--- config.mk ---
export PLATFORM = sky130hd
export DESIGN_NAME = lai_top
export DESIGN_NICKNAME = d
export VERILOG_FILES = /design/src/verilog/lai_pkg.sv /design/src/verilog/lai_chan.sv /design/src/verilog/lai_top.sv
export SDC_FILE = /design/constraint.sdc
export NUM_CORES = 1
export LEC_CHECK = 0
export ABC_AREA = 1
export BUFFER_PORTS_ARGS = -buffer_cell sky130_fd_sc_hd__buf_4
export CAP_MARGIN = 20
export CORE_UTILIZATION = 25
export CTS_CLUSTER_SIZE = 28
export DETAILED_ROUTE_END_ITERATION = 10
export SLEW_MARGIN = 20
export SYNTH_ARGS = -nofsm -noshare
export SYNTH_HDL_FRONTEND = slang
export SYNTH_SLANG_ARGS = --single-unit
--- constraint.sdc ---
create_clock -name aclk -period 1.4 [get_ports aclk]
set_input_delay 0.14 -clock aclk [delete_from_list [all_inputs] [get_ports aclk]]
set_output_delay 0.14 -clock aclk [all_outputs]
set_load 0.005 [all_outputs]
--- src/verilog/lai_pkg.sv ---
// Purpose: shared constants of the line alarm interrupt logic
// Assumes: one aclk equals one line bit period
// Notes:   register offsets are byte addresses on AXI4-Lite
package lai_pkg;

  // ---------------------------------------------------------------
  // geometry
  // ---------------------------------------------------------------
  localparam int          LAI_CHANNELS       = 2;      // line channels
  localparam int          LAI_ADDR_W         = 8;      // byte address width
  localparam int          LAI_DMO_QUIET_BITS = 128;    // quiet bit periods
  localparam int          LAI_CNT_W          = 8;      // quiet counter width

  // ---------------------------------------------------------------
  // register map: channel n at base + n * stride
  // ---------------------------------------------------------------
  localparam logic [7:0]  LAI_ENABLE_OFS     = 8'h00;  // enable register
  localparam logic [7:0]  LAI_STATUS_OFS     = 8'h04;  // status register
  localparam logic [7:0]  LAI_CHAN_STRIDE    = 8'h10;  // per channel
  localparam int          LAI_CHAN_BIT       = 4;      // address bit of channel

  // ---------------------------------------------------------------
  // field positions and resets
  // ---------------------------------------------------------------
  localparam int          LAI_PAT_IE_BIT     = 0;      // test pattern enable
  localparam int          LAI_LOS_IE_BIT     = 1;      // signal loss enable
  localparam int          LAI_DMO_IE_BIT     = 6;      // driver monitor enable
  localparam int          LAI_DMO_ST_BIT     = 6;      // driver monitor status
  localparam logic [7:0]  LAI_ENABLE_RST     = 8'h00;  // enable reset value
  localparam logic [7:0]  LAI_ENABLE_MASK    = 8'h43;  // writable enable bits

  // ---------------------------------------------------------------
  // bus answers
  // ---------------------------------------------------------------
  localparam logic [1:0]  LAI_RESP_OKAY      = 2'h0;
  localparam logic [1:0]  LAI_RESP_SLVERR    = 2'h2;

endpackage

--- src/verilog/lai_chan.sv ---
// Purpose: one line channel: enables, driver monitor, change events
// Assumes: line inputs synchronous to aclk, one bit per cycle
// Notes:   irq is a one-cycle pulse per detected change
`timescale 1ns/1ps
module lai_chan import lai_pkg::*; (
  input  wire logic       aclk,
  input  wire logic       aresetn,
  input  wire logic       en_wr,
  input  wire logic [7:0] en_wdata,
  input  wire logic       tx_line_pos,
  input  wire logic       tx_line_neg,
  input  wire logic       rx_signal_loss,
  input  wire logic       test_pattern_detect,
  output logic      [7:0] enable_q,
  output logic            driver_monitor_alarm,
  output logic            irq
);

  // ---------------------------------------------------------------
  // state
  // ---------------------------------------------------------------
  typedef struct packed {
    logic [7:0]           en;      // enable register image
    logic [LAI_CNT_W-1:0] quiet;   // bits without bipolar pulse
    logic                 dmo;     // driver monitor alarm
    logic                 los_d;   // previous signal loss
    logic                 pat_d;   // previous pattern detect
    logic                 irq;     // change event pulse
  } lai_chan_st_t;

  lai_chan_st_t st_r;             // registered state
  lai_chan_st_t st_nxt;           // next state
  logic         pulse;            // bipolar pulse this bit
  logic         dmo_next;         // alarm value next bit

  // ---------------------------------------------------------------
  // next-state logic
  // ---------------------------------------------------------------
  always_comb begin
    st_nxt = st_r;
    // exactly one rail high is a valid bipolar mark
    pulse = tx_line_pos ^ tx_line_neg;
    dmo_next = st_r.dmo;
    if (en_wr) begin
      // bits 6, 1, 0 writable; reserved stay zero
      st_nxt.en = en_wdata & LAI_ENABLE_MASK;
    end
    if (pulse) begin
      // any activity clears at once
      st_nxt.quiet = '0;
      dmo_next = 1'b0;
    end else if (st_r.quiet == LAI_CNT_W'(LAI_DMO_QUIET_BITS - 1)) begin
      // 128th consecutive quiet bit
      dmo_next = 1'b1;
    end else begin
      st_nxt.quiet = st_r.quiet + 1'b1;
    end
    st_nxt.dmo = dmo_next;
    st_nxt.los_d = rx_signal_loss;
    st_nxt.pat_d = test_pattern_detect;
    // both edges of each condition count as a change
    st_nxt.irq =
      (st_r.en[LAI_LOS_IE_BIT] & (rx_signal_loss != st_r.los_d)) |
      (st_r.en[LAI_PAT_IE_BIT] & (test_pattern_detect != st_r.pat_d)) |
      (st_r.en[LAI_DMO_IE_BIT] & (dmo_next != st_r.dmo));
  end

  // ---------------------------------------------------------------
  // state register
  // ---------------------------------------------------------------
  always_ff @(posedge aclk) begin
    if (!aresetn) begin
      st_r <= '0;
      st_r.en <= LAI_ENABLE_RST;
    end else begin
      st_r <= st_nxt;
    end
  end

  assign enable_q = st_r.en;
  assign driver_monitor_alarm = st_r.dmo;
  assign irq = st_r.irq;

endmodule

--- src/verilog/lai_top.sv ---
// Purpose: line alarm interrupt logic for two line channels, AXI4-Lite slave
// Assumes: aclk is the line bit clock; line inputs synchronous to it
// Notes:   one write and one read at a time; unmapped address gives SLVERR
//
// The AXI4-Lite register port and the register addresses were left to the implementer.
`timescale 1ns/1ps
module lai_top import lai_pkg::*; #(
  parameter int CHANNELS = LAI_CHANNELS
) (
  input  wire logic                  aclk,
  input  wire logic                  aresetn,
  // write address
  input  wire logic                  s_axi_awvalid,
  output logic                       s_axi_awready,
  input  wire logic [LAI_ADDR_W-1:0] s_axi_awaddr,
  input  wire logic [2:0]            s_axi_awprot,
  // write data
  input  wire logic                  s_axi_wvalid,
  output logic                       s_axi_wready,
  input  wire logic [31:0]           s_axi_wdata,
  input  wire logic [3:0]            s_axi_wstrb,
  // write response
  output logic                       s_axi_bvalid,
  input  wire logic                  s_axi_bready,
  output logic      [1:0]            s_axi_bresp,
  // read address
  input  wire logic                  s_axi_arvalid,
  output logic                       s_axi_arready,
  input  wire logic [LAI_ADDR_W-1:0] s_axi_araddr,
  input  wire logic [2:0]            s_axi_arprot,
  // read data
  output logic                       s_axi_rvalid,
  input  wire logic                  s_axi_rready,
  output logic      [31:0]           s_axi_rdata,
  output logic      [1:0]            s_axi_rresp,
  // line side, one bit per channel
  input  wire logic [CHANNELS-1:0]   tx_line_pos,
  input  wire logic [CHANNELS-1:0]   tx_line_neg,
  input  wire logic [CHANNELS-1:0]   rx_signal_loss,
  input  wire logic [CHANNELS-1:0]   test_pattern_detect,
  // per-channel change event pulses
  output logic      [CHANNELS-1:0]   line_alarm_irq
);

  // ---------------------------------------------------------------
  // state
  // ---------------------------------------------------------------
  typedef struct packed {
    logic        bvalid;          // write answer pending
    logic [1:0]  bresp;           // write answer code
    logic        rvalid;          // read answer pending
    logic [31:0] rdata;           // read data
    logic [1:0]  rresp;           // read answer code
  } lai_bus_st_t;

  lai_bus_st_t        st_r;        // registered bus state
  lai_bus_st_t        st_nxt;      // next bus state
  logic               wr_take;     // write address and data taken
  logic               rd_take;     // read address taken
  logic [CHANNELS-1:0] en_wr;      // per-channel enable write strobe
  logic [7:0]         enable_q [CHANNELS];  // enable images
  logic [CHANNELS-1:0] dmo;        // driver monitor alarms
  logic               wr_hit;      // write hits a mapped register
  logic               rd_hit;      // read hits a mapped register
  logic [31:0]        rd_word;     // decoded read word

  // ---------------------------------------------------------------
  // handshakes: write needs both channels, answer slot free
  // ---------------------------------------------------------------
  // taking address and data together keeps one write in flight
  assign wr_take       = s_axi_awvalid & s_axi_wvalid & ~st_r.bvalid;
  assign s_axi_awready = wr_take;
  assign s_axi_wready  = wr_take;
  assign rd_take       = s_axi_arvalid & ~st_r.rvalid;
  assign s_axi_arready = rd_take;

  // ---------------------------------------------------------------
  // per-channel instances, write strobe chosen by the full enable address
  // ---------------------------------------------------------------
  genvar gi;
  generate
    for (gi = 0; gi < CHANNELS; gi++) begin : g_chan
      // byte 0 carries the whole 8-bit register
      assign en_wr[gi] = wr_take & s_axi_wstrb[0] &
        (s_axi_awaddr == LAI_ADDR_W'(LAI_ENABLE_OFS + LAI_CHAN_STRIDE * gi));
      lai_chan u_chan (
        .aclk                 (aclk),
        .aresetn              (aresetn),
        .en_wr                (en_wr[gi]),
        .en_wdata             (s_axi_wdata[7:0]),
        .tx_line_pos          (tx_line_pos[gi]),
        .tx_line_neg          (tx_line_neg[gi]),
        .rx_signal_loss       (rx_signal_loss[gi]),
        .test_pattern_detect  (test_pattern_detect[gi]),
        .enable_q             (enable_q[gi]),
        .driver_monitor_alarm (dmo[gi]),
        .irq                  (line_alarm_irq[gi])
      );
    end
  endgenerate

  // ---------------------------------------------------------------
  // address decode for reads and writes
  // ---------------------------------------------------------------
  always_comb begin
    wr_hit = 1'b0;
    rd_hit = 1'b0;
    rd_word = '0;
    for (int c = 0; c < CHANNELS; c++) begin
      // enable register is writable and readable
      if (s_axi_awaddr == LAI_ADDR_W'(LAI_ENABLE_OFS + LAI_CHAN_STRIDE * c)) begin
        wr_hit = 1'b1;
      end
      // status register accepts writes and ignores them
      if (s_axi_awaddr == LAI_ADDR_W'(LAI_STATUS_OFS + LAI_CHAN_STRIDE * c)) begin
        wr_hit = 1'b1;
      end
      if (s_axi_araddr == LAI_ADDR_W'(LAI_ENABLE_OFS + LAI_CHAN_STRIDE * c)) begin
        rd_hit = 1'b1;
        rd_word = {24'h000000, enable_q[c]};
      end
      if (s_axi_araddr == LAI_ADDR_W'(LAI_STATUS_OFS + LAI_CHAN_STRIDE * c)) begin
        rd_hit = 1'b1;
        rd_word = '0;
        rd_word[LAI_DMO_ST_BIT] = dmo[c];
      end
    end
  end

  // ---------------------------------------------------------------
  // answer channels
  // ---------------------------------------------------------------
  always_comb begin
    st_nxt = st_r;
    // answer leaves once the master accepts it
    if (st_r.bvalid && s_axi_bready) begin
      st_nxt.bvalid = 1'b0;
    end
    if (wr_take) begin
      st_nxt.bvalid = 1'b1;
      st_nxt.bresp = wr_hit ? LAI_RESP_OKAY : LAI_RESP_SLVERR;
    end
    if (st_r.rvalid && s_axi_rready) begin
      st_nxt.rvalid = 1'b0;
    end
    if (rd_take) begin
      // data frozen in the answer so the master sees one sample
      st_nxt.rvalid = 1'b1;
      st_nxt.rdata = rd_hit ? rd_word : 32'h00000000;
      st_nxt.rresp = rd_hit ? LAI_RESP_OKAY : LAI_RESP_SLVERR;
    end
  end

  // ---------------------------------------------------------------
  // state register
  // ---------------------------------------------------------------
  always_ff @(posedge aclk) begin
    if (!aresetn) begin
      st_r <= '0;
    end else begin
      st_r <= st_nxt;
    end
  end

  assign s_axi_bvalid = st_r.bvalid;
  assign s_axi_bresp  = st_r.bresp;
  assign s_axi_rvalid = st_r.rvalid;
  assign s_axi_rdata  = st_r.rdata;
  assign s_axi_rresp  = st_r.rresp;

endmodule

# Word level (Yosys, flattened, before mapping)
# Cells that the tools add are included.
[classes] n_addsub=2 eq_ne=14 mux=23 bitwise=21 reduce_logical=8
[op_table] op="2-to-1 mux 32 bit" n=4
[op_table] op="2-to-1 mux 35 bit" n=1
[op_table] op="equality test 8 x 5 -> 1 bit (second input constant)" n=4
[op_table] op="adder 8 x 1 -> 8 bit (second input constant)" n=2
[op_table] op="equality test 8 x 3 -> 1 bit (second input constant)" n=2
[op_table] op="equality test 8 x 7 -> 1 bit (second input constant)" n=2
[op_table] op="logical NOT 8 bit" n=2
[op_table] op="2-to-1 mux 1 bit" n=14
[op_table] op="bitwise AND 1 bit" n=12
[op_table] op="2-to-1 mux 7 bit" n=1
[op_table] op="!= test 1 bit" n=6
[op_table] op="2-to-1 mux 2 bit" n=2
[op_table] op="bitwise OR 1 bit" n=4
[op_table] op="nonzero test 2 bit" n=2
[op_table] op="OR reduction 2 bit" n=2
[op_table] op="2-to-1 mux 3 bit" n=1
[op_table] op="inverter 1 bit" n=3
[op_table] op="logical AND 1 bit" n=2
[op_table] op="XOR 1 bit" n=2
[totals] reg_bits=68 in_bits=73

# Longest topological paths before layout
# Gate-level depths: netlist of the first run.
[logic_depth] ltp_word=7 mapped_depth=9

# Modules after synthesis
# A second synthesis of the first run with hierarchy kept.
[unflattened] cells_unflattened=349 area_unflattened_um2=2426.1
[by_module_without_submodules] mod="lai_chan" n_inst=2 cells_per_inst=103 area_per_inst_um2=755.7 seq_area_each_um2=300.3
[by_module_without_submodules] mod="lai_top" n_inst=1 cells_per_inst=143 area_per_inst_um2=914.6 seq_area_each_um2=240.2

# Worst setup path before layout of the first run
# Ideal clock, no wire load.
[synth_timing] path_type="reg2reg" from="reg g_chan[0].u_chan.st_r[4] in the netlist's numbering" to="reg g_chan[0].u_chan.st_r[4] in the netlist's numbering" t_arrival_ps=1084 required_time_ps=1279 setup_slack_ps=194 stages_incl_launch_ff=7 period_less_slack_ps=1206 cell_sequence="dfxtp_1 -> ha_1 -> nand2_1 -> nor2_4 -> nand3_4 -> o21ai_0 -> a21oi_1"
[synth_via] elab_chain_len=1 word_cells_on_any_way=2 cone_classes="add/sub: 1; eq/ne: 1"
[synth_lines] element="from (decl)" line="lai_chan.sv:31" rtl="lai_chan_st_t st_r;"
[synth_lines] element="from (signal assigned)" line="lai_chan.sv:76" rtl="st_r <= st_nxt;"
[synth_lines] element="adder 8 x 1 -> 8 bit / equality test 8 x 7 -> 1 bit (equally long branches)" line="lai_chan.sv:56, lai_chan.sv:52"
# Parallel ways exist; a longest one is shown, timed or not.
# A chain may end at the register's enable or synchronous reset.

# Final worst setup path of the first run
[layout_timing] from="reg g_chan[0].u_chan.st_r[4] in the netlist's numbering" to="reg g_chan[0].u_chan.st_r, in the netlist g_chan[0].u_chan.irq"
[layout_via] elab_chain_len=6
[layout_lines] element="equality test 8 x 7 -> 1 bit" line="lai_chan.sv:52" rtl="end else if (st_r.quiet == LAI_CNT_W'(LAI_DMO_QUIET_BITS - 1)) begin"
[layout_lines] element="2-to-1 mux 1 bit" line="lai_chan.sv:52"
[layout_lines] element="2-to-1 mux 1 bit" line="lai_chan.sv:48" rtl="if (pulse) begin"
[layout_lines] element="!= test 1 bit" line="lai_chan.sv:65" rtl="(st_r.en[LAI_DMO_IE_BIT] & (dmo_next != st_r.dmo));"
[layout_lines] element="bitwise AND 1 bit" line="lai_chan.sv:65"
[layout_lines] element="bitwise OR 1 bit" line="lai_chan.sv:64" rtl="(st_r.en[LAI_PAT_IE_BIT] & (test_pattern_detect != st_r.pat_d)) |"
# Every way passes these cells.

==> impl_metrics.tcl, run 1 <==
set metrics [dict create \
    status "finished clean" \
    ys_seq_elements 37 \
    diodes 0 \
    grt-ovfl-total 0 \
    io_pins 116 \
    yosys.area.top_type "dfxtp_1" \
    first_pass_iters 5 \
    drc_errors 0 \
    seq_area_frac_synth 0.3621 \
    power.total_mw 2.302 \
    holdPathEnd "g_chan[1].u_chan.st_r[2]$_SDFF_PN0_" \
    num_rows 32 \
    drt_iter0_drc 52 \
    async_flop_share 0 \
    max_freq_ghz 0.7732 \
    hold_path_class "in -> reg" \
    cp.arrival_ns 1.52 \
    htree_levels 2 \
    slew_viol_final 0 \
    cts_tree "yes" \
    min_period_over_period 0.9238 \
    worst_hold_slack_ns 0.04418 \
    leakage_nw 1.098 \
    drt_wl_total_microns 4227 \
    netlist_area_sq_um 2046 \
    cts_buffers 5 \
    mostFrequentLayoutCells "buf_4 (54), nand2_1 (50), dfxtp_1 (37)" \
    synthCells 278 \
    fp.dieH_microns 92.46 \
    grt_pass1_vias 1569 \
    power_density_nw_per_um2 901.0 \
    clock_latency_ns 0.29 \
    ys.flop_type "dfxtp_1" \
    ys_warn_count 0 \
    irDropWorstVdd_mv 0.4832 \
    reg2reg_from "g_chan[0].u_chan.st_r[4]$_SDFFE_PP0N_" \
    hold_start "rx_signal_loss[1]" \
    detail-route-antenna-nets 0 \
    worst_clock_skew_ns 0.008307 \
    crit_path_start "g_chan[0].u_chan.st_r[4]$_SDFFE_PP0N_" \
    synthTopCellsByArea "dfxtp_1 (36%), buf_4 (12%), nand2_1 (9.2%), a21oi_1 (6.1%), inv_1 (5.5%)" \
    dieWidth_microns 92.46 \
    clock_sinks 37 \
    vias 1785 \
    area_growth_pct 24.89 \
    grt_pass1_wl_microns 6796 \
    cts_root_buf "clkbuf_8" \
    clkTransAtPathRegs_ns 0.07 \
    start_util 0.2620 \
    finalSetupTns_ns 0 \
    critical_path_class "reg -> reg" \
    avgSynthCellArea_sq_um 7.359 \
    worst_slack_ns 0.1066 \
    worst_setup_path_end_kind "register" \
    wl_per_cell_microns 9.673 \
    viasPerCell 4.085 \
    core_area_sq_um 7807 \
    hold_path_depth 3 \
    clk_path_buf_depth 2 \
    setup_viol 0 \
    utilization 0.3272 \
    synth_edf_count 0 \
    pre_cts_slack_ns 0.08088 \
    track_usage 0.1016 \
    dieArea_sq_um 8549 \
    gp_congestion 0.7472 \
    dp_hpwl_microns 3304 \
    synth_cell_type_count 31 \
    r2r_end "g_chan[0].u_chan.irq$_SDFF_PN0_" \
    final_area_sq_um 2555 \
    stdcell_count 437 \
    cp.required_ns 1.63 \
    final_common_cell "buf_4" \
    synth_top_area_frac 0.3621 \
    critPathMaxFanout 6 \
    antenna_found_initial 0 \
    min_period_ns 1.293 \
    rsz0062_at_grt "false" \
    layout-drive-gt1-share 0.2478 \
    place_inst 425 \
    port_buffers 46 \
    cp-start-kind "register" \
    grt_max_degree 12 \
    cap_viol_max_count 0 \
    r2r_cells 7 \
    dpl_cell_area_sq_um 2402 \
    nNetsFinal 409 \
    hold_violations 0 \
    rrSetupSlack_ns 0.11 \
]
metal layers:
metal / wire, microns / global-route usage
met5: 0 / 0
met4: 64 / 0.04297
met3: 281 / 0.03038
met2: 1926 / 0.1630
met1: 1955 / 0.1258
cell type report:
cell class,count,area (sq um)
Multi-Input combinational cell,201,1028
Clock buffer,7,86.33
Tap cell,102,127.6
Inverter,35,136.4
Fill cell,821,5253
Timing Repair Buffer,54,405.4
Clock inverter,1,30.03
Sequential cell,37,740.7
critical path, cell delays in order (launching register included):
cell and delay (ns):
dfxtp_1 0.35, ha_2 0.20, nand2_1 0.10, nor2_4 0.14, nand3_4 0.11, nand2_1 0.08, nand4_1 0.09, a21oi_2 0.15
where the power goes:
group	switching, mW	leakage [nW]	internal, mW
logic	0.131	0.739	0.121
registers	0.0150	0.301	1.07
clock network	0.379	0.0585	0.581
flip-flops by register name, summed over array words and instances (netlist names):
signal                              flops
s_axi_bresp                             1
g_chan.u_chan.irq                       2
g_chan.u_chan.st_r                     20
s_axi_bvalid                            1
g_chan.u_chan.driver_monitor_alarm      2
s_axi_rvalid                            1
s_axi_rdata                             3
s_axi_rresp                             1
g_chan.u_chan.enable_q                  6
what timing repair did:
item                       in CTS  in global routing
hold buffers                    0                  0
setup buffers                   0                  4
hold endpoints to repair        0                  0
gates resized for setup         0                  2
setup endpoints to repair       0                  3
logic make-up after synthesis:
| logic type | synth area share |
|---|---|
| buffers and inverters | 0.1933 |
| adders and majority gates | 0.01223 |
| DFF | 0.3621 |
| and+or+nand+nor | 0.2630 |
| xor gates and xnor gates | 0.02997 |
| other | 0.001833 |
| AOI/OAI and AO/OA | 0.1376 |
worst max-delay path by stage:
stage	endpoint	slack, ns	cells past startpoint
floorplan	g_chan[0].u_chan.st_r[4]$_SDFFE_PP0N_	0.19	6
global placement	g_chan[0].u_chan.irq$_SDFF_PN0_	0.08	7
detailed placement	g_chan[0].u_chan.irq$_SDFF_PN0_	0.08	7
CTS	g_chan[0].u_chan.irq$_SDFF_PN0_	0.04	7
global route	g_chan[0].u_chan.irq$_SDFF_PN0_	0.005	7
finish	g_chan[0].u_chan.irq$_SDFF_PN0_	0.11	7
synth_stat cells, types with 2 or more instances:
library cell / n
a211oi_1: 2
a21oi_1: 25
a31oi_1: 4
buf_4: 34
dfxtp_1: 37
ha_1: 2
inv_1: 30
inv_2: 3
nand2_1: 50
nand2_2: 2
nand3_1: 14
nand3_4: 3
nand4_1: 2
nor2_1: 27
nor2_2: 6
nor2_4: 3
o21a_1: 2
o21ai_0: 13
o21ai_1: 2
xnor2_1: 5
xor2_1: 2
Note: power is estimated with default switching activity, not from simulation.
==> inputs of run 2 (changes only) <==
--- a/config.mk
+++ b/config.mk
@@ -8,10 +8,13 @@
 export ABC_AREA = 1
 export BUFFER_PORTS_ARGS = -buffer_cell sky130_fd_sc_hd__buf_4
 export CAP_MARGIN = 20
+export CELL_PAD_IN_SITES_DETAIL_PLACEMENT = 0
+export CELL_PAD_IN_SITES_GLOBAL_PLACEMENT = 1
 export CORE_UTILIZATION = 25
 export CTS_CLUSTER_SIZE = 28
 export DETAILED_ROUTE_END_ITERATION = 10
-export SLEW_MARGIN = 20
+export PLACE_DENSITY_LB_ADDON = 0.1
+export RECOVER_POWER = 100
 export SYNTH_ARGS = -nofsm -noshare
 export SYNTH_HDL_FRONTEND = slang
 export SYNTH_SLANG_ARGS = --single-unit
==> run 2 against run 1 <==
Hold slack worse by 0.0084 ns. Register-to-register slack improved by 0.03 ns. Routed wire length is 6.5% higher. Highest routed layer unchanged. Cell count grew 0.23%. Die area is the same. Clock skew hardly changed. Sequential power barely moved.
==> impl_metrics.tcl, run 2 (same netlist as run 1, synthesis figures left out) <==
set metrics [dict create \
    cap_viol_max_count 0 \
    drt_wl_total_microns 4503 \
    grt_pass1_vias 1540 \
    power_density_nw_per_um2 959.7 \
    cts_buffers 5 \
    hold_path_class "in -> reg" \
    grt_pass1_wl_microns 7224 \
    port_buffers 46 \
    leakage_nw 1.112 \
    irDropWorstVdd_mv 0.5642 \
    worst_slack_ns 0.1270 \
    area_growth_pct 25.75 \
    cp-start-kind "register" \
    setup_viol 0 \
    pre_cts_slack_ns 0.07643 \
    max_freq_ghz 0.7855 \
    cp.required_ns 1.26 \
    drc_errors 0 \
    htree_levels 2 \
    first_pass_iters 3 \
    power.total_mw 2.469 \
    io_pins 116 \
    final_area_sq_um 2572 \
    regMostFlops "g_chan.u_chan.st_r" \
    grt-ovfl-total 0 \
    num_rows 32 \
    worst_clock_skew_ns 0.008464 \
    clk_path_buf_depth 2 \
    track_usage 0.1095 \
    stdcell_count 438 \
    detail-route-antenna-nets 0 \
    largest_reg_flops 20 \
    drt_iter0_drc 31 \
    dieWidth_microns 92.46 \
    cts_tree "yes" \
    mostFrequentLayoutCells "nand2_1 (49), buf_4 (43), dfxtp_1 (35)" \
    clkTransAtPathRegs_ns 0.09 \
    r2r_cells 7 \
    final_common_cell "nand2_1" \
    place_inst 427 \
    layout-drive-gt1-share 0.2470 \
    core_area_sq_um 7807 \
    hold_violations 0 \
    dpl_cell_area_sq_um 2417 \
    gp_congestion 0.7571 \
    antenna_found_initial 0 \
    nNetsFinal 410 \
    start_util 0.2620 \
    worst_setup_path_end_kind "output port" \
    worst_hold_slack_ns 0.03577 \
    rsz0062_at_grt "false" \
    critical_path_class "reg -> out" \
    utilization 0.3295 \
    dieArea_sq_um 8549 \
    finalSetupTns_ns 0 \
    fill_cells 881 \
    min_period_ns 1.273 \
    cp.arrival_ns 1.13 \
    slew_viol_final 0 \
    hold_path_depth 3 \
    status "finished clean" \
    vias 1748 \
    clock_latency_ns 0.29 \
    cts_root_buf "clkbuf_8" \
    critPathMaxFanout 5 \
    clock_sinks 37 \
    min_period_over_period 0.9093 \
    dp_hpwl_microns 3559 \
    viasPerCell 3.991 \
    diodes 0 \
    grt_max_degree 13 \
    ctsHoldBuffers 0 \
    wl_per_cell_microns 10.28 \
    fp.dieH_microns 92.46 \
]
run 2: cell types whose count changed in the layout (fill, tap and decap cells not counted), sizes merged:
cell / before / now
buf: 54 / 43
clkinv: 2 / 3
bufinv: 1 / 2
clkbuf: 7 / 17
run 2: area by class of cell:
cell class / instances / area (sq um) / share of cell area
multi-input cells: 201 / 1022 / 0.3974
flip-flops and latches: 37 / 743.2 / 0.2889
clock inverters: 3 / 65.06 / 0.02529
well taps: 102 / 127.6 / 0.04961
repair buffers: 55 / 409.1 / 0.1590
clock buffers: 5 / 68.82 / 0.02675
inverters: 35 / 136.4 / 0.05302
run 2: final timing paths:
kind                                                from                                endpoint  slack (ns)
hold reg to reg   g_chan[0].u_chan.st_r[11]$_SDFFE_PP0N_  g_chan[0].u_chan.st_r[10]$_SDFFE_PP0N_        0.44
hold / removal                         rx_signal_loss[1]     g_chan[1].u_chan.st_r[2]$_SDFF_PN0_        0.04
setup / recovery               s_axi_rvalid$_SDFFE_PN0P_                           s_axi_arready        0.13
setup reg to reg   g_chan[0].u_chan.st_r[4]$_SDFFE_PP0N_         g_chan[0].u_chan.irq$_SDFF_PN0_        0.14
run 2: power breakdown:
part / switching (mW) / leakage, nW / internal [mW] / total (mW)
Combinational: 0.132 / 0.743 / 0.122 / 0.254
Clock: 0.419 / 0.0681 / 0.709 / 1.13
Sequential: 0.0127 / 0.301 / 1.08 / 1.09
run 2: worst max-delay path, stage by stage, from the launching register on:
cell and delay, ns:
dfxtp_1 0.33, nor2_1 0.22, buf_4 0.18, buf_4 0.11
run 2: repair_timing:
action	in CTS	in global routing
endpoints found under the setup margin	0	1
buffers inserted	0	3
gates resized for setup	0	4
run 2: metal layers:
metal | vias to the layer above | GRT usage | part of all wire
met1 | 746 | 0.1495 | 0.50
met4 | 0 | 0.04297 | 0.018
met3 | 5 | 0.03038 | 0.062
met2 | 59 | 0.1617 | 0.42
met5 | - | 0 | 0
li1 | 938 | - | -
